==> src/shared/pfse_params.svh <==
// Summary of operation
// - Launch erases whole sector, then verifies it
// - Completion flag sets after erase and verify, or at once on a failed launch check
// - Access error when index field not 001
// - Access error when command barred in mode
// - Access error on invalid 24-bit address
// - Access error when address not phrase aligned
// - Protection violation when sector is protected
// - Verify-error bit on any verify failure
// - Uncorrectable bit on uncorrectable verify failure
`ifndef PFSE_PARAMS_SVH
`define PFSE_PARAMS_SVH

// ****************************************
// Register byte offsets
// ****************************************
`define PFSE_ADDR_STAT   8'h00
`define PFSE_ADDR_IDX    8'h04
`define PFSE_ADDR_DATA   8'h08
`define PFSE_ADDR_PROT   8'h0C
`define PFSE_ADDR_CFG    8'h10
`define PFSE_ADDR_EVT    8'h14
`define PFSE_ADDR_MASK   8'h18
`define PFSE_ADDR_FAULT  8'h1C

// ****************************************
// Status bit positions
// ****************************************
`define PFSE_BIT_COMPLETE 7
`define PFSE_BIT_ACC_ERR  5
`define PFSE_BIT_PROT_VIO 4
`define PFSE_BIT_MG1      1
`define PFSE_BIT_MG0      0

// ****************************************
// Command and address constants
// ****************************************
`define PFSE_CMD_ERASE   8'h0A
`define PFSE_IDX_LAUNCH  3'b001
`define PFSE_BLOCK_BYTE  8'hFF
`define PFSE_LOW_LIMIT   16'hF800
`define PFSE_ERASED      16'hFFFF
`define PFSE_LAST_PHRASE 6'h3F
`define PFSE_RESP_OKAY   2'b00
`define PFSE_RESP_SLVERR 2'b10

`endif

==> src/shared/pfse_pkg.sv <==
`default_nettype none

package pfse_pkg;

    // Sequencer states, one-hot
    typedef enum logic [5:0] {
        S_IDLE  = 6'b00_0001,
        S_CHECK = 6'b00_0010,
        S_ERASE = 6'b00_0100,
        S_VREAD = 6'b00_1000,
        S_VCHK  = 6'b01_0000,
        S_DONE  = 6'b10_0000
    } pfse_state_t;

    // Whole state of the top module
    typedef struct packed {
        pfse_state_t state;
        logic        awready;
        logic        wready;
        logic        arready;
        logic        aw_full;
        logic        w_full;
        logic [7:0]  awaddr;
        logic [31:0] wdata;
        logic [3:0]  wstrb;
        logic        bvalid;
        logic [1:0]  bresp;
        logic        rvalid;
        logic [31:0] rdata;
        logic [1:0]  rresp;
        logic        command_complete_flag;
        logic        access_error_flag;
        logic        protect_violation_flag;
        logic        mg1;
        logic        mg0;
        logic [2:0]  idx;
        logic [15:0] pw0;
        logic [15:0] pw1;
        logic [3:0]  prot;
        logic        allow;
        logic [1:0]  evt;
        logic [1:0]  mask;
        logic [15:0] fault;
        logic        irq;
        logic [1:0]  sector;
        logic [5:0]  cnt;
    } pfse_regs_t;

endpackage

`default_nettype wire

==> src/shared/pfse_mem_if.sv <==
`timescale 1ns/1ps
`default_nettype none

// Phrase array port between sequencer and array
interface pfse_mem_if;
    logic        we;
    logic [7:0]  waddr;
    logic [15:0] wdata;
    logic [7:0]  raddr;
    logic [15:0] rdata;
    modport ctrl (output we, output waddr, output wdata, output raddr, input rdata);
    modport mem  (input we, input waddr, input wdata, input raddr, output rdata);
endinterface

`default_nettype wire

==> src/core/pfse_array.sv <==
`timescale 1ns/1ps
`default_nettype none

// ****************************************
// Phrase array
// ****************************************
module pfse_array (
    // Clock
    input wire logic aclk,
    // Array port
    pfse_mem_if.mem  mem
);
    logic [15:0] cells [0:255];
    logic [15:0] rdata_reg;

    // Write and registered read; no reset since contents are the array itself
    always_ff @(posedge aclk) begin
        if (mem.we) begin
            cells[mem.waddr] <= mem.wdata;
        end
        rdata_reg <= cells[mem.raddr];
    end

    assign mem.rdata = rdata_reg;
endmodule // pfse_array

`default_nettype wire

==> src/core/pfse_top.sv <==
// Implementation choices: the AXI4-Lite slave port and the address map.
`timescale 1ns/1ps
`default_nettype none
`include "pfse_params.svh"

module pfse_top (
    // Clock and reset
    input  wire logic        aclk,
    input  wire logic        aresetn,
    // Write address channel
    input  wire logic [7:0]  s_axi_awaddr,
    input  wire logic        s_axi_awvalid,
    output var  logic        s_axi_awready,
    // Write data channel
    input  wire logic [31:0] s_axi_wdata,
    input  wire logic [3:0]  s_axi_wstrb,
    input  wire logic        s_axi_wvalid,
    output var  logic        s_axi_wready,
    // Write response channel
    output var  logic [1:0]  s_axi_bresp,
    output var  logic        s_axi_bvalid,
    input  wire logic        s_axi_bready,
    // Read address channel
    input  wire logic [7:0]  s_axi_araddr,
    input  wire logic        s_axi_arvalid,
    output var  logic        s_axi_arready,
    // Read data channel
    output var  logic [31:0] s_axi_rdata,
    output var  logic [1:0]  s_axi_rresp,
    output var  logic        s_axi_rvalid,
    input  wire logic        s_axi_rready,
    // Interrupt
    output var  logic        irq
);
    import pfse_pkg::*;

    pfse_regs_t  r_reg;
    pfse_regs_t  r_next;
    pfse_mem_if  mem_bus ();

    // ****************************************
    // Phrase array
    // ****************************************
    pfse_array u_array (
        .aclk (aclk),
        .mem  (mem_bus.mem)
    );

    // ****************************************
    // Launch checks
    // ****************************************
    logic [23:0] gaddr;
    logic        bad_idx;
    logic        bad_mode;
    logic        bad_addr;
    logic        bad_align;
    logic        bad_prot;
    logic        bad_any;
    logic [15:0] zeros;
    logic        multi_zero;

    // Checks look at the parameter words as held at launch
    assign gaddr     = {r_reg.pw0[7:0], r_reg.pw1};
    assign bad_idx   = (r_reg.idx != `PFSE_IDX_LAUNCH);
    assign bad_mode  = !r_reg.allow || (r_reg.pw0[15:8] != `PFSE_CMD_ERASE);
    assign bad_addr  = (gaddr[23:16] != `PFSE_BLOCK_BYTE)
                    || (gaddr[15:0] < `PFSE_LOW_LIMIT);
    assign bad_align = (gaddr[2:0] != 3'b000);
    assign bad_prot  = r_reg.prot[gaddr[10:9]];
    assign bad_any   = bad_idx || bad_mode || bad_addr || bad_align || bad_prot;

    // Verify: a zero bit is an unerased bit; two or more cannot be corrected
    assign zeros      = ~mem_bus.rdata;
    assign multi_zero = ((zeros & (zeros - 16'h0001)) != 16'h0000);

    // ****************************************
    // Array drive
    // ****************************************
    // Erase writes all ones; the fault mask models stuck cells for test
    always_comb begin
        mem_bus.we    = (r_reg.state == S_ERASE);
        mem_bus.waddr = {r_reg.sector, r_reg.cnt};
        mem_bus.wdata = `PFSE_ERASED & ~r_reg.fault;
        mem_bus.raddr = {r_reg.sector, r_reg.cnt};
    end

    // ****************************************
    // Next state
    // ****************************************
    logic [31:0] wm;
    logic [31:0] wv;
    logic        do_wr;
    logic        launch;
    logic [1:0]  evt_set;

    // Bus writes act first, hardware sets last so a set beats a clear
    always_comb begin
        r_next  = r_reg;
        evt_set = 2'b00;
        launch  = 1'b0;
        wm = {{8{r_reg.wstrb[3]}}, {8{r_reg.wstrb[2]}},
              {8{r_reg.wstrb[1]}}, {8{r_reg.wstrb[0]}}};
        wv = r_reg.wdata & wm;
        do_wr = r_reg.aw_full && r_reg.w_full && !r_reg.bvalid;

        // Address and data taken in either order
        if (s_axi_awvalid && r_reg.awready) begin
            r_next.aw_full = 1'b1;
            r_next.awaddr  = s_axi_awaddr;
        end
        if (s_axi_wvalid && r_reg.wready) begin
            r_next.w_full = 1'b1;
            r_next.wdata  = s_axi_wdata;
            r_next.wstrb  = s_axi_wstrb;
        end
        if (r_reg.bvalid && s_axi_bready) begin
            r_next.bvalid = 1'b0;
        end

        // Register write
        if (do_wr) begin
            r_next.aw_full = 1'b0;
            r_next.w_full  = 1'b0;
            r_next.bvalid  = 1'b1;
            r_next.bresp   = `PFSE_RESP_OKAY;
            case ({r_reg.awaddr[7:2], 2'b00})
                `PFSE_ADDR_STAT: begin
                    if (wv[`PFSE_BIT_ACC_ERR]) begin
                        r_next.access_error_flag = 1'b0;
                    end
                    if (wv[`PFSE_BIT_PROT_VIO]) begin
                        r_next.protect_violation_flag = 1'b0;
                    end
                    // Launch is refused while an old error is left standing
                    if (wv[`PFSE_BIT_COMPLETE] && r_reg.command_complete_flag
                        && !r_next.access_error_flag && !r_next.protect_violation_flag) begin
                        launch = 1'b1;
                    end
                end
                `PFSE_ADDR_IDX: begin
                    if (r_reg.command_complete_flag) begin
                        r_next.idx = (r_reg.idx & ~wm[2:0]) | wv[2:0];
                    end
                end
                `PFSE_ADDR_DATA: begin
                    // Parameters are frozen while a command runs
                    if (r_reg.command_complete_flag && r_reg.idx == 3'b000) begin
                        r_next.pw0 = (r_reg.pw0 & ~wm[15:0]) | wv[15:0];
                    end
                    if (r_reg.command_complete_flag && r_reg.idx == 3'b001) begin
                        r_next.pw1 = (r_reg.pw1 & ~wm[15:0]) | wv[15:0];
                    end
                end
                `PFSE_ADDR_PROT: begin
                    r_next.prot = (r_reg.prot & ~wm[3:0]) | wv[3:0];
                end
                `PFSE_ADDR_CFG: begin
                    r_next.allow = (r_reg.allow & ~wm[0]) | wv[0];
                end
                `PFSE_ADDR_EVT: begin
                    r_next.evt = r_reg.evt & ~wv[1:0];
                end
                `PFSE_ADDR_MASK: begin
                    r_next.mask = (r_reg.mask & ~wm[1:0]) | wv[1:0];
                end
                `PFSE_ADDR_FAULT: begin
                    r_next.fault = (r_reg.fault & ~wm[15:0]) | wv[15:0];
                end
                default: begin
                    r_next.bresp = `PFSE_RESP_SLVERR;
                end
            endcase
        end
        r_next.awready = !r_next.aw_full;
        r_next.wready  = !r_next.w_full;

        // Register read
        if (r_reg.rvalid && s_axi_rready) begin
            r_next.rvalid  = 1'b0;
            r_next.arready = 1'b1;
        end
        if (s_axi_arvalid && r_reg.arready) begin
            r_next.arready = 1'b0;
            r_next.rvalid  = 1'b1;
            r_next.rresp   = `PFSE_RESP_OKAY;
            r_next.rdata   = 32'h0000_0000;
            case ({s_axi_araddr[7:2], 2'b00})
                `PFSE_ADDR_STAT: begin
                    r_next.rdata[`PFSE_BIT_COMPLETE] = r_reg.command_complete_flag;
                    r_next.rdata[`PFSE_BIT_ACC_ERR]  = r_reg.access_error_flag;
                    r_next.rdata[`PFSE_BIT_PROT_VIO] = r_reg.protect_violation_flag;
                    r_next.rdata[`PFSE_BIT_MG1]      = r_reg.mg1;
                    r_next.rdata[`PFSE_BIT_MG0]      = r_reg.mg0;
                end
                `PFSE_ADDR_IDX:   r_next.rdata[2:0] = r_reg.idx;
                `PFSE_ADDR_DATA: begin
                    if (r_reg.idx == 3'b000) begin
                        r_next.rdata[15:0] = r_reg.pw0;
                    end else if (r_reg.idx == 3'b001) begin
                        r_next.rdata[15:0] = r_reg.pw1;
                    end
                end
                `PFSE_ADDR_PROT:  r_next.rdata[3:0]  = r_reg.prot;
                `PFSE_ADDR_CFG:   r_next.rdata[0]    = r_reg.allow;
                `PFSE_ADDR_EVT:   r_next.rdata[1:0]  = r_reg.evt;
                `PFSE_ADDR_MASK:  r_next.rdata[1:0]  = r_reg.mask;
                `PFSE_ADDR_FAULT: r_next.rdata[15:0] = r_reg.fault;
                default:          r_next.rresp       = `PFSE_RESP_SLVERR;
            endcase
        end

        // Sequencer
        case (r_reg.state)
            S_IDLE: begin
                if (launch) begin
                    r_next.command_complete_flag = 1'b0;
                    r_next.mg1   = 1'b0;
                    r_next.mg0   = 1'b0;
                    r_next.state = S_CHECK;
                end
            end
            S_CHECK: begin
                r_next.sector = gaddr[10:9];
                r_next.cnt    = 6'h00;
                if (bad_idx || bad_mode || bad_addr || bad_align) begin
                    r_next.access_error_flag = 1'b1;
                end
                if (bad_prot) begin
                    r_next.protect_violation_flag = 1'b1;
                end
                if (bad_any) begin
                    r_next.command_complete_flag = 1'b1;
                    evt_set[1]   = 1'b1;
                    r_next.state = S_IDLE;
                end else begin
                    r_next.state = S_ERASE;
                end
            end
            S_ERASE: begin
                // One phrase per cycle across the sector
                r_next.cnt = r_reg.cnt + 6'h01;
                if (r_reg.cnt == `PFSE_LAST_PHRASE) begin
                    r_next.state = S_VREAD;
                end
            end
            S_VREAD: begin
                r_next.state = S_VCHK;
            end
            S_VCHK: begin
                if (zeros != 16'h0000) begin
                    r_next.mg1 = 1'b1;
                end
                if (multi_zero) begin
                    r_next.mg0 = 1'b1;
                end
                r_next.cnt = r_reg.cnt + 6'h01;
                r_next.state = (r_reg.cnt == `PFSE_LAST_PHRASE) ? S_DONE : S_VREAD;
            end
            S_DONE: begin
                r_next.command_complete_flag = 1'b1;
                evt_set[0]   = 1'b1;
                evt_set[1]   = r_reg.mg1;
                r_next.state = S_IDLE;
            end
            default: begin
                r_next.state = S_IDLE;
            end
        endcase

        // Sticky events and interrupt level
        r_next.evt = r_next.evt | evt_set;
        r_next.irq = |(r_next.evt & r_next.mask);
    end

    // ****************************************
    // State register
    // ****************************************
    always_ff @(posedge aclk) begin
        if (!aresetn) begin
            r_reg         <= '0;
            r_reg.state   <= S_IDLE;
            r_reg.awready <= 1'b1;
            r_reg.wready  <= 1'b1;
            r_reg.arready <= 1'b1;
            r_reg.command_complete_flag <= 1'b1;
            r_reg.allow   <= 1'b1;
        end else begin
            r_reg <= r_next;
        end
    end

    // Outputs straight from the state register
    assign s_axi_awready = r_reg.awready;
    assign s_axi_wready  = r_reg.wready;
    assign s_axi_bvalid  = r_reg.bvalid;
    assign s_axi_bresp   = r_reg.bresp;
    assign s_axi_arready = r_reg.arready;
    assign s_axi_rvalid  = r_reg.rvalid;
    assign s_axi_rdata   = r_reg.rdata;
    assign s_axi_rresp   = r_reg.rresp;
    assign irq           = r_reg.irq;
endmodule // pfse_top

`default_nettype wire

==> config.mk <==
export PLATFORM = sky130hd
export DESIGN_NAME = pfse_top
export DESIGN_NICKNAME = d
export VERILOG_FILES = /design/src/shared/pfse_pkg.sv /design/src/shared/pfse_mem_if.sv /design/src/core/pfse_array.sv /design/src/core/pfse_top.sv
export VERILOG_INCLUDE_DIRS = /design/src /design/src/shared
export SDC_FILE = /design/constraint.sdc
export NUM_CORES = 2
export LEC_CHECK = 0
export BUFFER_PORTS_ARGS = -buffer_cell sky130_fd_sc_hd__buf_2
export CAP_MARGIN = 30
export CORE_MARGIN = 4
export CORE_UTILIZATION = 60
export DETAILED_ROUTE_END_ITERATION = 12
export GPL_ROUTABILITY_DRIVEN = 0
export MAX_ROUTING_LAYER = met4
export PLACE_DENSITY_LB_ADDON = 0.1
export SYNTH_ARGS = -nofsm -noshare
export SYNTH_HDL_FRONTEND = slang
export SYNTH_SLANG_ARGS = --single-unit
export TNS_END_PERCENT = 10
==> constraint.sdc <==
create_clock -name aclk -period 10.4 [get_ports aclk]
set_clock_uncertainty 0.1 [all_clocks]
set_input_delay 2.08 -clock aclk [delete_from_list [all_inputs] [get_ports aclk]]
set_output_delay 2.08 -clock aclk [all_outputs]
set_load 0.005 [all_outputs]
==> flow_results.org <==
** Worst setup path
- Longest individual stage delay on the worst path :: 850 ps
- The slowest stage of the critical path belongs to the cell sky130_fd_sc_hd__dfxtp_4.
- Data required time at the worst endpoint :: ~11,000 ps
- Highest fanout seen on the critical path :: 83
- Traced cell by cell, the critical path runs through buf_12 -> buf_12 -> mux4_2 -> a22oi_1 -> a21oi_1 -> o41ai_1 -> buf_4 -> nand4_1.
- CP arrival :: ~5500 ps
- Startpoint kind of the worst setup timing path :: register
- The worst setup path is captured at a register.
- The critical path in this run is classified as reg2reg.
- The cell that appears most often on the critical path is sky130_fd_sc_hd__buf_12.

** CTS
- Post-CTS setup buffer count :: 0
- Root Driver :: sky130_fd_sc_hd__clkbuf_16
- The later pin in the worst-skew pair is clocked with a latency of approximately 1000 ps.
- Total CTS buffers :: 416
- In this run, post-CTS hold repair placed 0 buffers.
- Number of cells upsized or downsized after cts :: 0
- Number of buffers between clock root and the deepest sink :: 4
- Clock tree from TritonCTS :: done
- Worst-path clk slew :: 60 ps
- The clock tree synthesis step divided the H-tree into 5 levels.
- TritonCTS Sinks :: 4,241

** Pwr
- P_sw :: 6329 uW
- Part of the total power dissipated in combinational logic :: 0.2%
- Ratio of total power to cell area :: 183.4 mW/mm^2
- Clock network power share :: between 40 and 50%
- Summed over all cells, the static leakage comes to 0.05445 uW.
- Internal power component :: 27,020 uW
- Proportion of power drawn by flip-flops and latches :: 55.4%
- Switching part of the total :: 18.98%
- The worst-case IR drop observed on VDD is 0.1638 mV.

** Global routing
- Met2 capacity usage during global routing :: between 40% and 50%
- The initial antenna violation count came to 13.
- Total routing usage reported by global routing :: about 29%
- Overflow after GRT :: 0
- Pin count of the biggest net entering global routing :: 189
- Most crowded layer after global routing :: met2
- Number of global-route vias before repair :: 77,790
- Global routing met3 resource utilization :: 5.138%
- For met1 alone, demand over resource in global routing was 42.01%.
- Global-route wire length before repair :: between 500,000 and 600,000 um

** Logic synthesis
- Number of synthesized flops with an enable pin :: 4,096
- For this run, the register share of the synthesized area comes to between 70 and 80%.
- Fraction of the mapped netlist area in adder cells :: less than 1%
- Share of flip-flops with an asynchronous set or reset :: 0%
- The synthesized design contains 4,241 register bits.
- By area, the combinational part of the netlist is dominated by multiplexers.
- The cell count after synthesis came out at between 7,000 and 8,000.
- Summing every instance area after synthesis gives 0.1613 sq mm.
- Among all flip-flop cells after synthesis, the most frequent one is sky130_fd_sc_hd__edfxtp_1.
- After Yosys synthesis, XOR and XNOR cells account for less than 1% of the synthesized area.
- Yosys top cell by area :: sky130_fd_sc_hd__edfxtp_1
- Fraction of the mapped netlist area in simple logic gates :: roughly 1.7%
- For this run, the number of Yosys warnings is 0.
- After synthesis, the mean cell area works out to 21.77 sq um.
- In this run, distinct cell masters in the synthesized netlist total 57.
- Mux cell area share after synthesis :: 14.68%
- Fraction of the mapped netlist area in compound gates :: 4.118%
- Area share of the largest cell type after synthesis :: between 70 and 80%
- Sorting the synthesized cells by area gives the leading types as sky130_fd_sc_hd__edfxtp_1 76%, sky130_fd_sc_hd__mux4_2 14%, sky130_fd_sc_hd__a22oi_1 2.5%, sky130_fd_sc_hd__dfxtp_1 1.8%, sky130_fd_sc_hd__a21oi_1 0.83%.

** Timing
- Final critical-path share of the clock period :: 46.69%
- The max-slew violation total from the final report was 0.
- Setup violations remaining at the end of the flow were counted as 0.
- The number of failing hold endpoints at the final stage was 0.
- Adding up every negative setup slack in the final design gives 0 ps.
- Headroom to the max-slew limit came out at 27.59%.
- RSZ-0062 raised after global routing :: no
- Worst-Margin Slew :: 1085 ps
- The routed design could run at a clock period as short as 4855 ps.
- Maximum achievable frequency :: about 210 MHz

** Layout
- Most frequent cells in the layout :: 4,096 x sky130_fd_sc_hd__edfxtp_1, 1,025 x sky130_fd_sc_hd__mux4_2, 528 x sky130_fd_sc_hd__a22oi_1, 428 x sky130_fd_sc_hd__clkbuf_16, 353 x sky130_fd_sc_hd__buf_4
- In the final layout, flip-flops and latches occupy around 0.13 sq mm.
- After routing the design area is 0.1818 sq mm.
- Largest register FFs :: about 4,000
- Most common cell after layout, fill and taps aside :: sky130_fd_sc_hd__edfxtp_1
- From synthesis to final layout, the design area changed by 12.68%.
- After filler insertion, the fill cell instance count of the layout stands at about 17,000.
- Footprint of the multi-input gates :: 0.03354 sq mm
- Share of cells above drive strength 1 :: 26.72%
- Number of nets in the layout :: 7,888

** Detailed routing
- DRC violation total after the first TritonRoute iteration :: 10,220
- Final wirelength :: 386,800 um
- Average via count per standard cell :: 6.722
- In this run the remaining antenna-violating nets after routing total 0.
- Total DRC errors in the routed layout :: 0
- In the final routed layout, each cell accounts on average for around 33 um.
- The routed layout has between 70,000 and 80,000 vias.
- Drt pass-1 iters :: 5

** Status
- Result of the run :: complete, no violations

** Placement
- Post-detail-place hpwl :: roughly 210,000 um
- Input and output buffers added on the ports amount to 60.
- Area of placed instances :: 0.1677 sq mm

** Floorplanning
- The die is 526.5 um wide.
- Initial standard-cell utilization of the core :: 60.27%
- 101 I/O pins were placed.
- The floorplan has 190 rows.
- From bottom edge to top edge, the die measures 526.5 um.
- Die area :: between 0.2 and 0.3 sq mm
- CORE AREA :: 0.2677 sq mm

** Min path
- The worst hold path belongs to the class reg2reg.

** Flow run
- Number of violations of the max-capacitance limit :: 0
-- layout make-up --
class / count / share of cell area, %
Sequential cell: 4241 / 69.26
Inverter: 22 / 0.1115
Tap cell: 3552 / 2.445
Clock buffer: 515 / 6.082
Antenna cell: 22 / 0.03028
Timing Repair Buffer: 471 / 2.273
Multi-Input combinational cell: 2673 / 18.45
Clock inverter: 254 / 1.348
-- cell families after synthesis --
kind of cell | count (synthesis)
flip-flops | 4241
multiplexers | 1085
AO/OA/AOI/OAI | 962
AND/OR/NAND/NOR | 600
buffers and inverters | 514
adder cells (fa/ha/maj) | 5
XOR/XNOR | 3
other | 1
-- cell usage after synthesis, types with 2 or more instances --
library cell               count
sky130_fd_sc_hd__nor4_1        3
sky130_fd_sc_hd__nand3_1      35
sky130_fd_sc_hd__buf_2       107
sky130_fd_sc_hd__a22o_1        3
sky130_fd_sc_hd__a21boi_0     41
sky130_fd_sc_hd__edfxtp_1   4096
sky130_fd_sc_hd__a31oi_1       3
sky130_fd_sc_hd__inv_1        22
sky130_fd_sc_hd__o21a_1        2
sky130_fd_sc_hd__or2_2         4
sky130_fd_sc_hd__mux2i_1      57
sky130_fd_sc_hd__xor2_1        2
sky130_fd_sc_hd__buf_1        39
sky130_fd_sc_hd__nand2b_1      4
sky130_fd_sc_hd__a21oi_1     268
sky130_fd_sc_hd__nand3b_1      3
sky130_fd_sc_hd__nor3b_1       7
sky130_fd_sc_hd__and2_1       14
sky130_fd_sc_hd__nor4bb_1      3
sky130_fd_sc_hd__a221oi_1      6
sky130_fd_sc_hd__nor3_1        8
sky130_fd_sc_hd__o41ai_1      64
sky130_fd_sc_hd__o211a_1      13
sky130_fd_sc_hd__ha_1          4
sky130_fd_sc_hd__nor4b_1       2
sky130_fd_sc_hd__mux4_2     1025
sky130_fd_sc_hd__buf_4        47
sky130_fd_sc_hd__and3_1        7
sky130_fd_sc_hd__nor2_1      291
sky130_fd_sc_hd__dfxtp_1     145
sky130_fd_sc_hd__o221ai_1      2
sky130_fd_sc_hd__o211ai_1     10
sky130_fd_sc_hd__a22oi_1     528
sky130_fd_sc_hd__nand4_1      29
sky130_fd_sc_hd__a32o_1        2
sky130_fd_sc_hd__or3_1         3
sky130_fd_sc_hd__o21ai_0      14
sky130_fd_sc_hd__nor2b_1      64
sky130_fd_sc_hd__clkbuf_1    298
sky130_fd_sc_hd__and4b_1       2
sky130_fd_sc_hd__mux2_2        3
sky130_fd_sc_hd__nand2_1     113
sky130_fd_sc_hd__and4_1        4
-- worst paths after layout --
path                    start                    to  slack [ps]  cells past startpoint
max          mem_bus.raddr[0]  u_array.mem.rdata[2]        5540                      8
min            s_axi_rdata[3]        s_axi_rdata[3]         390                      2
max reg2reg  mem_bus.raddr[0]  u_array.mem.rdata[2]        5540                      8
min reg2reg    s_axi_rdata[3]        s_axi_rdata[3]         390                      2
-- layer usage --
metal  up-vias  share of wire (%)
li1      32240                  -
met1     41990                 40
met2      4083                 48
met3       677                9.1
met4         0                3.3
met5         -                  0
-- power by group through the flow --
stage	Sequential (uW)	Clock (uW)	Combinational, uW
floorplan	18800	0	53.6
global placement	18800	0	64.4
detailed placement	18800	0	64.9
CTS	18500	15000	65.2
global route	18500	15800	72.4
finish	18500	14800	64.9
-- worst max-delay path, delay by kind of cell (launching register included) --
family	cells	cell delay, ps
buf+inv	3	1400
simple gates	1	100
mux	1	590
flops	1	850
compound gates	3	1300
-- through the flow --
| step | utilization, % | instances | total power [uW] | setup slack [ps] | hold slack [ps] |
|---|---|---|---|---|---|
| final | 67.91 | 11750 | 33350 | 5545 | 386.6 |
| after global routing | 67.90 | 11740 | 34320 | 5236 | 422.2 |
| after CTS | 67.69 | 11710 | 33560 | 5395 | 389.4 |
| after detailed placement | 62.64 | 10940 | 18890 | 5449 | 379.1 |
| after global placement | 62.54 | 10920 | 18890 | 5472 | 367.5 |
| after floorplan | - | 7428 | 18870 | 6473 | 341.3 |
Note: power is estimated with default switching activity, not from simulation.
